===== config.mk =====
export PLATFORM = sky130hd
export DESIGN_NAME = rcf_flags
export DESIGN_NICKNAME = d
export VERILOG_FILES = /design/src/rcf_pkg.sv /design/src/rcf_flags.sv /design/src/rcf_cause_decode.sv /design/src/rcf_bus_slave.sv
export SDC_FILE = /design/constraint.sdc
export NUM_CORES = 1
export LEC_CHECK = 0
export ABC_AREA = 1
export BUFFER_PORTS_ARGS = -buffer_cell sky130_fd_sc_hd__buf_2
export CAP_MARGIN = 0
export CORE_ASPECT_RATIO = 0.6
export CORE_MARGIN = 2
export CORE_UTILIZATION = 26
export DETAILED_ROUTE_END_ITERATION = 8
export HOLD_SLACK_MARGIN = 0.02
export PLACE_DENSITY = 0.53
export SYNTH_ARGS = -nofsm -noshare
export SYNTH_HDL_FRONTEND = slang
export SYNTH_SLANG_ARGS = --single-unit

===== constraint.sdc =====
create_clock -name clk -period 2.3 [get_ports clk]
set_input_delay 0.23 -clock clk [delete_from_list [all_inputs] [get_ports clk]]
set_output_delay 0.23 -clock clk [all_outputs]
set_load 0.03 [all_outputs]

===== src/rcf_pkg.sv =====
`default_nettype none
package rcf_pkg;
    localparam int FLAG_W = 8;
    localparam int ADDR_W = 4;
    localparam int CNT_W  = 8;

    localparam int BIT_STK_OVF = 7;
    localparam int BIT_STK_UNF = 6;
    localparam int BIT_UNIMPL  = 5;
    localparam int BIT_WDT     = 4;
    localparam int BIT_EXT     = 3;
    localparam int BIT_RI      = 2;
    localparam int BIT_POR     = 1;
    localparam int BIT_BOR     = 0;

    localparam logic [FLAG_W-1:0] FLAGS_RST = 8'h1C;
    localparam logic [FLAG_W-1:0] IMPL_MASK = 8'hDF;
    localparam logic [FLAG_W-1:0] PWR_IMAGE = 8'h1C;
    localparam logic [FLAG_W-1:0] POR_MASK  = 8'hFE;
    localparam logic [FLAG_W-1:0] BOR_MASK  = 8'hFD;

    localparam logic [ADDR_W-1:0] OFF_FLAGS = 4'h0;
    localparam logic [ADDR_W-1:0] OFF_CAUSE = 4'h1;
    localparam logic [ADDR_W-1:0] OFF_COUNT = 4'h2;

    typedef enum logic [2:0] {
        CAUSE_NONE = 3'b000,
        CAUSE_POR  = 3'b001,
        CAUSE_BOR  = 3'b010,
        CAUSE_WDT  = 3'b011,
        CAUSE_EXT  = 3'b100,
        CAUSE_RI   = 3'b101,
        CAUSE_OVF  = 3'b110,
        CAUSE_UNF  = 3'b111
    } rcf_cause_t;

    typedef struct packed {
        logic powerOn;
        logic brownOut;
        logic watchdog;
        logic extPin;
        logic resetInstr;
        logic stackOvf;
        logic stackUnf;
    } rcf_events_t;

    typedef struct packed {
        logic [ADDR_W-1:0] addr;
        logic [FLAG_W-1:0] wrData;
        logic              wrStrobe;
        logic              rdStrobe;
    } rcf_bus_req_t;

    function automatic logic [FLAG_W-1:0] rcf_bit(input int pos);
        rcf_bit = 8'h01 << pos;
    endfunction
endpackage
`default_nettype wire


===== src/rcf_flags.sv =====
// Function
// - A non-power reset updates only the flag of its source.
// - Hardware returns a flag to inactive only on a power event.
// - Software may force flags active, no reset.
// - Stack overflow sets bit 7; power clears.
// - Stack underflow sets bit 6; power clears.
// - Bit 5 reads zero, writes ignored.
// - Watchdog reset clears bit 4.
// - External pin reset clears bit 3.
// - Reset instruction clears bit 2.
// - Power-on clears bit 1; software rearms.
// - Brown-out clears bit 0; software rearms.
// - Stack events set their flags only when enabled.
`default_nettype none
module rcf_flags (
    input  wire logic                         clk,
    input  wire logic                         rst,
    input  wire rcf_pkg::rcf_bus_req_t        busReq,
    input  wire rcf_pkg::rcf_events_t         events,
    input  wire logic                         stackResetEnable,
    output logic [rcf_pkg::FLAG_W-1:0]        rdData,
    output logic                              rdValid,
    output logic [rcf_pkg::FLAG_W-1:0]        flags
);
    import rcf_pkg::*;

    logic [FLAG_W-1:0] flags_reg;
    logic [FLAG_W-1:0] flags_next;
    logic [FLAG_W-1:0] hwMask;
    logic [FLAG_W-1:0] hwValue;
    logic [FLAG_W-1:0] swImage;
    rcf_cause_t        causeCode;
    rcf_cause_t        lastCause_reg;
    logic [CNT_W-1:0]  eventCount_reg;
    logic              anyCause;
    logic              flagWrite;
    logic              powerEvent;

    if (FLAG_W != 8) begin : g_width_check
        $error("Flag register must be eight bits wide.");
    end

    rcf_cause_decode u_decode (
        .events           (events),
        .stackResetEnable (stackResetEnable),
        .hwMask           (hwMask),
        .hwValue          (hwValue),
        .causeCode        (causeCode),
        .anyCause         (anyCause)
    );

    rcf_bus_slave u_slave (
        .clk        (clk),
        .rst        (rst),
        .busReq     (busReq),
        .flags      (flags_reg),
        .lastCause  (lastCause_reg),
        .eventCount (eventCount_reg),
        .flagWrite  (flagWrite),
        .rdData     (rdData),
        .rdValid    (rdValid)
    );

    assign powerEvent = events.powerOn || events.brownOut;

    // A write only stores a value; it never feeds back into the cause logic.
    always_comb begin
        swImage = flagWrite ? busReq.wrData : flags_reg;
        flags_next = (swImage & ~hwMask) | (hwValue & hwMask);
        flags_next = flags_next & IMPL_MASK;
    end

    // Nothing but rst, a cause or a write moves a bit, so flags stay put otherwise.
    always_ff @(posedge clk) begin
        if (rst) begin
            flags_reg <= FLAGS_RST;
        end else begin
            flags_reg <= flags_next;
        end
    end

    always_ff @(posedge clk) begin
        if (rst) begin
            lastCause_reg <= CAUSE_NONE;
        end else if (anyCause) begin
            lastCause_reg <= causeCode;
        end
    end

    // The count saturates so a burst of resets cannot wrap back to a small figure.
    always_ff @(posedge clk) begin
        if (rst) begin
            eventCount_reg <= '0;
        end else if (anyCause && (eventCount_reg != '1)) begin
            eventCount_reg <= eventCount_reg + 8'h01;
        end
    end

    assign flags = flags_reg;
endmodule // rcf_flags
`default_nettype wire


===== src/rcf_cause_decode.sv =====
`default_nettype none
module rcf_cause_decode (
    input  wire rcf_pkg::rcf_events_t       events,
    input  wire logic                       stackResetEnable,
    output logic [rcf_pkg::FLAG_W-1:0]      hwMask,
    output logic [rcf_pkg::FLAG_W-1:0]      hwValue,
    output rcf_pkg::rcf_cause_t             causeCode,
    output logic                            anyCause
);
    import rcf_pkg::*;

    // Power events rebuild all bits but the other power flag; other causes touch only their own bit.
    always_comb begin
        hwMask    = '0;
        hwValue   = '0;
        causeCode = CAUSE_NONE;
        if (events.powerOn) begin
            hwMask    = POR_MASK;
            hwValue   = PWR_IMAGE;
            causeCode = CAUSE_POR;
        end else if (events.brownOut) begin
            hwMask    = BOR_MASK;
            hwValue   = PWR_IMAGE;
            causeCode = CAUSE_BOR;
        end else begin
            if (events.watchdog) begin
                hwMask    = hwMask | rcf_bit(BIT_WDT);
                causeCode = CAUSE_WDT;
            end
            if (events.extPin) begin
                hwMask    = hwMask | rcf_bit(BIT_EXT);
                causeCode = CAUSE_EXT;
            end
            if (events.resetInstr) begin
                hwMask    = hwMask | rcf_bit(BIT_RI);
                causeCode = CAUSE_RI;
            end
            if (stackResetEnable && events.stackOvf) begin
                hwMask    = hwMask | rcf_bit(BIT_STK_OVF);
                hwValue   = hwValue | rcf_bit(BIT_STK_OVF);
                causeCode = CAUSE_OVF;
            end
            if (stackResetEnable && events.stackUnf) begin
                hwMask    = hwMask | rcf_bit(BIT_STK_UNF);
                hwValue   = hwValue | rcf_bit(BIT_STK_UNF);
                causeCode = CAUSE_UNF;
            end
        end
    end

    assign anyCause = (causeCode != CAUSE_NONE);
endmodule // rcf_cause_decode
`default_nettype wire


===== src/rcf_bus_slave.sv =====
`default_nettype none
module rcf_bus_slave (
    input  wire logic                         clk,
    input  wire logic                         rst,
    input  wire rcf_pkg::rcf_bus_req_t        busReq,
    input  wire logic [rcf_pkg::FLAG_W-1:0]   flags,
    input  wire rcf_pkg::rcf_cause_t          lastCause,
    input  wire logic [rcf_pkg::CNT_W-1:0]    eventCount,
    output logic                              flagWrite,
    output logic [rcf_pkg::FLAG_W-1:0]        rdData,
    output logic                              rdValid
);
    import rcf_pkg::*;

    logic [FLAG_W-1:0] rdData_reg;
    logic              rdValid_reg;

    assign flagWrite = busReq.wrStrobe && (busReq.addr == OFF_FLAGS);

    // Unmapped offsets read as zero so software never sees stale data.
    always_ff @(posedge clk) begin
        if (rst) begin
            rdData_reg <= 8'h00;
        end else if (!busReq.rdStrobe) begin
            rdData_reg <= 8'h00;
        end else if (busReq.addr == OFF_FLAGS) begin
            rdData_reg <= flags & IMPL_MASK;
        end else if (busReq.addr == OFF_CAUSE) begin
            rdData_reg <= {5'h00, lastCause};
        end else if (busReq.addr == OFF_COUNT) begin
            rdData_reg <= eventCount;
        end else begin
            rdData_reg <= 8'h00;
        end
    end

    always_ff @(posedge clk) begin
        if (rst) begin
            rdValid_reg <= 1'b0;
        end else begin
            rdValid_reg <= busReq.rdStrobe;
        end
    end

    assign rdData  = rdData_reg;
    assign rdValid = rdValid_reg;
endmodule // rcf_bus_slave
`default_nettype wire


### Yosys cells after proc, flatten, opt, wreduce, memory -nomap -nowiden

Index checks and enable logic that the tools add are counted.

| word-level totals | value |
|---|---|
| flip-flop bits (word level) | 28 |
| input bits | 24 |
| output and inout port bits | 17 |
| logic and storage cells | 47 |

| operators by class | value |
|---|---|
| add/subtract/negate cells | 1 |
| equal/unequal tests | 3 |
| mux-type cells | 22 |
| bitwise logic cells | 6 |
| reductions and logical operators | 8 |

Operator list:

| cell | count |
|---|---|
| $mux W8 | 10 |
| $mux W3 | 7 |
| $and A8 B8 Y8 | 2 |
| $mux W7 | 2 |
| $add A8 B1 Y8 const B | 1 |
| $ne A8 B8 Y1 const B | 1 |
| $not A8 Y8 | 1 |
| $or A8 B8 Y8 | 1 |
| $mux W5 | 1 |
| $reduce_or A5 Y1 | 1 |
| $eq A4 B1 Y1 const B | 1 |
| $eq A4 B2 Y1 const B | 1 |
| $logic_and A1 B1 Y1 | 4 |
| $logic_not A4 Y1 | 1 |
| $mux W4 | 1 |
| $reduce_bool A3 Y1 | 1 |
| $mux W2 | 1 |
| $not A1 Y1 | 2 |
| $reduce_or A2 Y1 | 1 |

### Logic depth before layout (Yosys ltp)

Gate-level depths: netlist of run 1.

| depth | value |
|---|---|
| depth in word-level cells | 10 |
| gate-level depth with buffers | 11 |

### Hierarchy

From an unflattened synthesis of run 1, not the netlist that was laid out.

| second synthesis, totals | value |
|---|---|
| cell total of the unflattened synthesis | 227 |
| area, all modules | 1559.0 um2 |

By module, submodules not included:

| module | instances | cells an instance | area an instance (um2) | sequential area each (um2) |
|---|---|---|---|---|
| rcf_flags | 1 | 126 | 909.6 | 360.3 |
| rcf_bus_slave | 1 | 59 | 444.2 | 180.2 |
| rcf_cause_decode | 1 | 42 | 205.2 | 0.0 |

### Worst setup path before layout of run 1

Ideal clock, no wire load.

| path | value |
|---|---|
| path type | flip-flop to flip-flop |
| start | register eventCount_reg[0] |
| end | register eventCount_reg[5] |
| setup time | 0.070 ns |
| data arrival time | 1.263 ns |
| path slack | 0.967 ns |
| stages on the path, launching flop included | 8 |
| buffers on the path | 0 |
| period minus slack after synthesis | 1.333 ns |
| path through | dfxtp_1 ha_1 nand2_1 nor3b_2 nand2_2 nand2_4 nand2_1 a21oi_1 |

| between the ends | value |
|---|---|
| word-level cells in the longest chain between the ends | 2 |
| elaborated cells on any way between the ends | 3 |
| those cells by class | add/sub (1); eq/ne (1); reduce/logical (1) |

RTL lines:

| element | line | source |
|---|---|---|
| start: declaration | rcf_flags.sv:34 | `logic [CNT_W-1:0] eventCount_reg;` |
| start signal: assignment | rcf_flags.sv:95 | `eventCount_reg <= eventCount_reg + 8'h01;` |
| parallel branches: the longest is 2 deep, another holds $add A8 B1 Y8 | - |  |

Several ways; the timed one is not identified.
A chain may end at the register's enable or synchronous reset.

### Worst setup path in the final report of run 1

Same ends and word-level chain as after synthesis.

==> metrics, run 1 <==
Worst Setup Path Type register to register; gpl congestion 0.886; Setup crit end kind register; WHS 192 ps; status complete, no violations; routed len/inst 12.2 um; Rows 19; yosys warns 0; DIE AREA 0.00550 mm2; most frequent cells in the layout nand2_1 (43), buf_2 (38), dfxtp_1 (27); Post-Syn Area 0.00128 mm2; Leakage 0.694 nW; Routed Antenna Nets 0; cts bufs inserted 3; n_diodes 0; RSZ-0062 raised after global routing no; Crit Reg-Reg Startpoint eventCount_reg[0]$_SDFFE_PP0P_; fin util 0.337; Core ar. 0.00464 mm2; Buffers on Ports 38; MaxCap Viol Count 0; vias per inst 4.52; top-area cell type share of the netlist area 0.424; Worst Setup SP eventCount_reg[0]$_SDFFE_PP0P_; commonest non-fill, non-tap cell in the layout nand2_1; fin crit share 0.673; GRT Util Overall 0.130; CTS tree done; CTS Hold Bufs 0; Final Hold Vio Count 0; Post-DP HPWL 2670 um; fin crit period 1550 ps; max-slew violation count 0; initial antenna violation count 0; worst-case clock buffer depth 2; via count 1248; kind of start point of the critical path register; Seq/Total Area, Yosys 0.424; Syn Nets 200; Die Wd 94.5 um; Mapped Avg Cell Area 7.29 um2; clock slew at reported path FFs 90 ps; setup bufs post-CTS 0; Layout Skew 1.69 ps; Synth area leader dfxtp_1; placed instance area 0.00152 mm2; initial core utilization 0.275; Clock Sinks 27; H-tree Lvls 1; ranking of synthesized cells by area dfxtp_1 (42%), nand2_1 (13%), a21oi_1 (7.8%), nand3_1 (5.5%), inv_1 (5.3%); layout cell share with drive strength beyond 1 0.235; maximum fanout along the worst path 9; Residual DRC 0; number of synthesized register bits 27; Top-Level Pins 41; post-synth cell types 26; Iter 0 DRT Violations 73; hold_sp busReq[6]; first-pass GRT wire length 5380 um; setup TNS 0 ps; Synth-to-Final Area Change 22.5%; pin count of the biggest net entering global routing 15; later-pin clock latency in the skew report 270 ps; gr ovfl total 0; Arr. time, crit path 1760 ps; CP required 2510 ps; vias in the first global route 1096; DRT Pass-1 Iters 4; post-route cell area 0.00156 mm2; Max VDD drop 0.210 mV; Min-Delay Path Class input port to register; Power per Cell Area 567 mW/mm2; Synth Instances 175; final setup violation count 0; drt total wl 3360 um; height of the die 58.3 um; fmax 646 MHz; Root Buffer clkbuf_8; nets@finish 239; post-CTS sizing 0
[worst max-delay path, stage by stage (launching register included)]
cell,delay [ps]
dfxtp_1,410
ha_1,220
nand2_1,100
nor3b_2,240
nand2_2,180
nand2_4,150
nand2_1,60
a21oi_1,110
[final timing paths]
path | endpoint | slack [ps] | depth (start not counted)
worst max register to register | eventCount_reg[5]$_SDFFE_PP0P_ | 750 | 7
worst min-delay path | register | 190 | 3
worst max-delay path | eventCount_reg[5]$_SDFFE_PP0P_ | 750 | 7
worst min register to register | lastCause_reg[1]$_SDFFE_PP0P_ | 480 | 2
[routing by layer]
metal	routed length, um	global-route usage	part of all wire
met5	0	0	0
met4	21	0.0248	0.0063
met3	224	0.0403	0.067
met2	1190	0.163	0.36
met1	1920	0.212	0.57
[through the flow]
stage	cells	total power [mW]	setup WS, ps
global route	276	0.938	595
floorplan	175	0.583	967
global placement	272	0.628	742
CTS	276	0.899	749
detailed placement	272	0.628	730
finish	276	0.886	752
[cell usage after synthesis (all sizes together)]
master  instances
nor3            1
o211ai          2
buf             3
a31oi           1
inv            18
ha              1
nor2           17
a221oi          3
o221ai          1
a21oi          20
o21ai          10
nor3b           1
nand3          14
clkbuf          1
dfxtp          27
xor2            4
nand4           3
conb            1
nand2          47
[cell type report]
class,count,area [um2]
Inverter,18,67.6
Sequential cell,27,541
Clock buffer,4,45.0
Timing Repair Buffer,38,190
Tap cell,63,78.8
Multi-Input combinational cell,126,641
Fill cell,521,3070
[cells by family after synthesis]
kind of cell | share of synthesized area
AND/OR/NAND/NOR | 0.297
AO/OA/AOI/OAI | 0.165
flip-flops | 0.424
buffers and inverters | 0.0745
XOR/XNOR | 0.0274
adder cells (fa/ha/maj) | 0.00980
other | 0.00294
[report_power, final]
group | switching, mW | internal, mW | leakage, nW | total, mW
Clock | 0.144 | 0.124 | 0.0228 | 0.268
Combinational | 0.0803 | 0.0428 | 0.451 | 0.123
Sequential | 0.0122 | 0.483 | 0.220 | 0.495
Total | 0.237 | 0.650 | 0.694 | 0.886
(Power assumes the default switching activity.)
==> inputs of run 2 (changes only) <==
- clock period: 2.3 -> 1.53 ns (I/O delays scaled with it)
==> run 2 against run 1 <==
- via count rose by 4.5%
- routed wire length is 5.4% higher
- sequential power increased by 49%
- die area unchanged
- hold slack worse by 92 ps
- utilization is 1.9 points higher
- flip-flop and latch count did not move
- clock power rose by 51%
- global-route usage increased by 0.40 points
- final cell count grew 4.0%
- critical path type unchanged
==> metrics, run 2 (synthesis results as in run 1) <==
status complete, no violations; wire length on met3 201 um; non-filler cells, final 287; Final Power 1.35 mW; Critical-path top delay cell dfxtp_1; worst-case clock buffer depth 2; Largest stage delay, worst path 350 ps; Clock Sinks 27; Power per Cell Area 819 mW/mm2; n_diodes 0; cell total after placement 281; pin count of the biggest net entering global routing 16; Synth-to-Final Area Change 29.2%; Top-Level Pins 41; placed instance area 0.00159 mm2; Top delay family on crit path simple AND/OR/NAND/NOR gates; post-route cell area 0.00165 mm2; number of fill cells 526; internal reg-to-reg setup slack 100 ps; drt total wl 3540 um; Residual DRC 0; WL met1 2060 um; cts bufs inserted 3; final setup violation count 0; max-slew violation count 0; CP required 1740 ps; height of the die 58.3 um; fin util 0.356; Worst R2R Path Depth 7; later-pin clock latency in the skew report 270 ps; CTS tree done; Iter 0 DRT Violations 89; nets@finish 250; maximum fanout along the worst path 6; WHS 100 ps; Leakage 0.768 nW; layout cell share with drive strength beyond 1 0.272; vias per inst 4.54; H-tree Lvls 1; vias in the first global route 1178; Root Buffer clkbuf_8; clock slew at reported path FFs 90 ps; DRT Pass-1 Iters 4; first-pass GRT wire length 5670 um; MaxCap Viol Count 0; routed len/inst 12.3 um; Min-Delay Path Class input port to register; kind of start point of the critical path register; critical path, cell by cell ha_1, nand2_1, nor3b_4, nand2_2, nand2_4, nand2_1, a21oi_1; Crit Reg-Reg Startpoint eventCount_reg[0]$_SDFFE_PP0P_; DIE AREA 0.00550 mm2; Buffers on Ports 38; initial core utilization 0.275; Die Wd 94.5 um; Buf/Inv on CP 0; Post-DP HPWL 2760 um; Arr. time, crit path 1640 ps; fmax 701 MHz; most frequent cells in the layout nand2_1 (44), buf_2 (38), dfxtp_1 (27); fin crit period 1430 ps; max layer used met4; Rows 19; gpl congestion 0.881; Routed Antenna Nets 0; r2r endpoint eventCount_reg[1]$_SDFFE_PP0P_; WL met2 1260 um; initial antenna violation count 0; Max VDD drop 0.295 mV; Core ar. 0.00464 mm2; Layout Skew 3.12 ps; commonest non-fill, non-tap cell in the layout nand2_1; Setup crit end kind register; hold_sp busReq[6]; Most common cell on crit path nand2_1; Worst Setup Path Type register to register; fin crit share 0.932; gr ovfl total 0; Final Hold Vio Count 0; hold path depth 3; via count 1304; GRT Util Overall 0.134
## run 2: cell count changes in the layout (fill, tap and decap cells not counted)
cell      previous run  this run
nor3b_2              1         0
clkinv_2             0         1
buf_4                0        10
nand2_1             43        44
clkbuf_1             1         0
nor3b_4              0         1
## run 2: cell type report
class | instances | area (um2) | area share
clock inverter | 1 | 5.00 | 0.00303
clock buffer | 3 | 41.3 | 0.0250
tap | 63 | 78.8 | 0.0478
inverter | 18 | 67.6 | 0.0410
sequential | 27 | 541 | 0.328
timing repair buffer | 48 | 265 | 0.161
multi-input combinational | 127 | 651 | 0.395
## run 2: what timing repair did
item	4_1_cts	5_1_grt
hold buffers	0	0
setup endpoints to repair	0	7
gates resized for setup	0	1
setup buffers	0	1
## run 2: worst min-delay path, delay by kind of cell
| family | cells | cell delay, ps |
|---|---|---|
| buffers and inverters | 1 | 70 |
| AOI/OAI and AO/OA | 1 | 70 |
| and+or+nand+nor | 1 | 50 |
## run 2: worst max-delay path by stage
stage | start | end | slack, ps | depth (start not counted)
after floorplan | eventCount_reg[0]$_SDFFE_PP0P_ | eventCount_reg[5]$_SDFFE_PP0P_ | 200 | 7
after global placement | eventCount_reg[0]$_SDFFE_PP0P_ | eventCount_reg[1]$_SDFFE_PP0P_ | 130 | 7
after detailed placement | eventCount_reg[0]$_SDFFE_PP0P_ | eventCount_reg[1]$_SDFFE_PP0P_ | 90 | 7
after CTS | eventCount_reg[0]$_SDFFE_PP0P_ | eventCount_reg[1]$_SDFFE_PP0P_ | 70 | 7
after global routing | eventCount_reg[0]$_SDFFE_PP0P_ | eventCount_reg[2]$_SDFFE_PP0P_ | -20 | 7
final | eventCount_reg[0]$_SDFFE_PP0P_ | eventCount_reg[1]$_SDFFE_PP0P_ | 100 | 7
## run 2: report_power, final
group          internal, mW  leakage, nW  switching [mW]
logic                0.0768        0.522           0.128
clock network         0.183       0.0255           0.223
registers             0.725        0.220          0.0139
total                 0.985        0.768           0.365
## run 2: routing by layer
layer / global-route usage / vias up
li1: - / 676
met1: 0.217 / 589
met2: 0.173 / 37
met3: 0.0377 / 2
met4: 0.0248 / 0
met5: 0 / -
## run 2: metrics by stage
step                      setup WS [ps]  TNS, ps
after CTS                          73.3        0
after floorplan                     197        0
after detailed placement           94.7        0
final                               104        0
after global placement              127        0
after global routing              -24.4    -50.7
==> inputs of run 3 (changes only) <==
- CORE_ASPECT_RATIO: 0.6 -> 1.75
- CTS_BUF_LIST: default -> sky130_fd_sc_hd__clkbuf_8
==> run 3 against run 2 <==
- clock power hardly changed
- cell area hardly changed
- routed wire length is 6.1% lower
- sequential share of layout area is 0.13 points higher
- die area hardly changed
- via count is 2.1% lower
- total power hardly changed
- setup slack hardly changed
- first-iteration DRC count is 80% lower
- critical path type unchanged
- largest power group unchanged
- highest routed layer unchanged
==> metrics, run 3 (synthesis results as in run 1) <==
later-pin clock latency in the skew report 270 ps; Post-DP HPWL 2710 um; fmax 701 MHz; Iter 0 DRT Violations 18; drt total wl 3320 um; Power per Cell Area 818 mW/mm2; Max VDD drop 0.441 mV; CTS tree done; Arr. time, crit path 1580 ps; CTS Hold Bufs 0; Synth-to-Final Area Change 29.3%; via count 1276; DRT Pass-1 Iters 4; worst-case clock buffer depth 2; Die Wd 57.0 um; Layout Skew 1.06 ps; vias per inst 4.59; cts bufs inserted 3; Root Buffer clkbuf_8; commonest non-fill, non-tap cell in the layout nand2_1; Core ar. 0.00471 mm2; GRT Util Overall 0.128; Rows 33; nets@finish 252; height of the die 96.7 um; routed len/inst 11.9 um; Top-Level Pins 41; gpl congestion 0.794; MaxCap Viol Count 0; DIE AREA 0.00551 mm2; CP required 1690 ps; initial antenna violation count 0; max-slew violation count 0; PnR worst setup slack 104 ps; H-tree Lvls 1; internal reg-to-reg setup slack 100 ps; most frequent cells in the layout nand2_1 (43), buf_2 (38), dfxtp_1 (25); fin crit share 0.932; Setup crit end kind register; Place WS 88.7 ps; number of fill cells 551; Final Hold Vio Count 0; gr ovfl total 0; Clock Sinks 27; setup TNS 0 ps; kind of start point of the critical path register; n_diodes 0; Final Power 1.35 mW; Worst Setup Path Type register to register; Buffers on Ports 38; pin count of the biggest net entering global routing 16; fin crit period 1430 ps; clock slew at reported path FFs 90 ps; maximum fanout along the worst path 7; final setup violation count 0; first-pass GRT wire length 5640 um; vias in the first global route 1260; status complete, no violations; Routed Antenna Nets 0; Leakage 0.762 nW; Residual DRC 0; layout cell share with drive strength beyond 1 0.292; post-route cell area 0.00165 mm2; initial core utilization 0.271; placed instance area 0.00157 mm2; Min-Delay Path Class input port to register
[run 3: metrics by stage]
step,hold slack (ps),cells,util
floorplan,271,175,-
global placement,393,270,0.334
detailed placement,385,270,0.334
CTS,98.3,274,0.344
global route,128,278,0.351
finish,102,278,0.351
[run 3: critical path, stage by stage (launching register included)]
cell and delay, ps:
dfxtp_2 340, ha_1 180, nand2_1 100, nor3b_2 220, nand2_2 160, buf_4 180, nand3_1 70, a21oi_1 70
[run 3: final cells by class]
cell class                      instances  area [um2]  area share
Multi-Input combinational cell        126         641       0.388
Sequential cell                        27         543       0.329
Timing Repair Buffer                   51         288       0.174
Inverter                               18        67.6      0.0409
Tap cell                               52        65.1      0.0394
Clock buffer                            3        41.3      0.0250
Clock inverter                          1        5.00     0.00303
[run 3: where the power goes]
group	internal [mW]	switching, mW
Combinational	0.0770	0.126
Sequential	0.727	0.0128
Clock	0.182	0.224
Total	0.986	0.363
[run 3: path summary, 6_finish.rpt]
kind	endpoint	cells after the start	from
setup / recovery	eventCount_reg[3]$_SDFFE_PP0P_	7	eventCount_reg[0]$_SDFFE_PP0P_
hold / removal	register	3	busReq[6]
setup reg to reg	eventCount_reg[3]$_SDFFE_PP0P_	7	eventCount_reg[0]$_SDFFE_PP0P_
hold reg to reg	lastCause_reg[1]$_SDFFE_PP0P_	2	lastCause_reg[1]$_SDFFE_PP0P_
[run 3: per-layer routing]
| metal | wire (um) | global-route usage | share of wire |
|---|---|---|---|
| met2 | 1830 | 0.236 | 0.55 |
| met4 | 123 | 0.0698 | 0.037 |
| met1 | 1270 | 0.136 | 0.38 |
| met3 | 98 | 0.0147 | 0.030 |
| met5 | 0 | 0 | 0 |
[run 3: repair_timing]
item	in CTS	in global routing
endpoints found under the hold margin	0	0
setup endpoints to repair	0	7
resized for setup	0	2
setup buffers	0	4
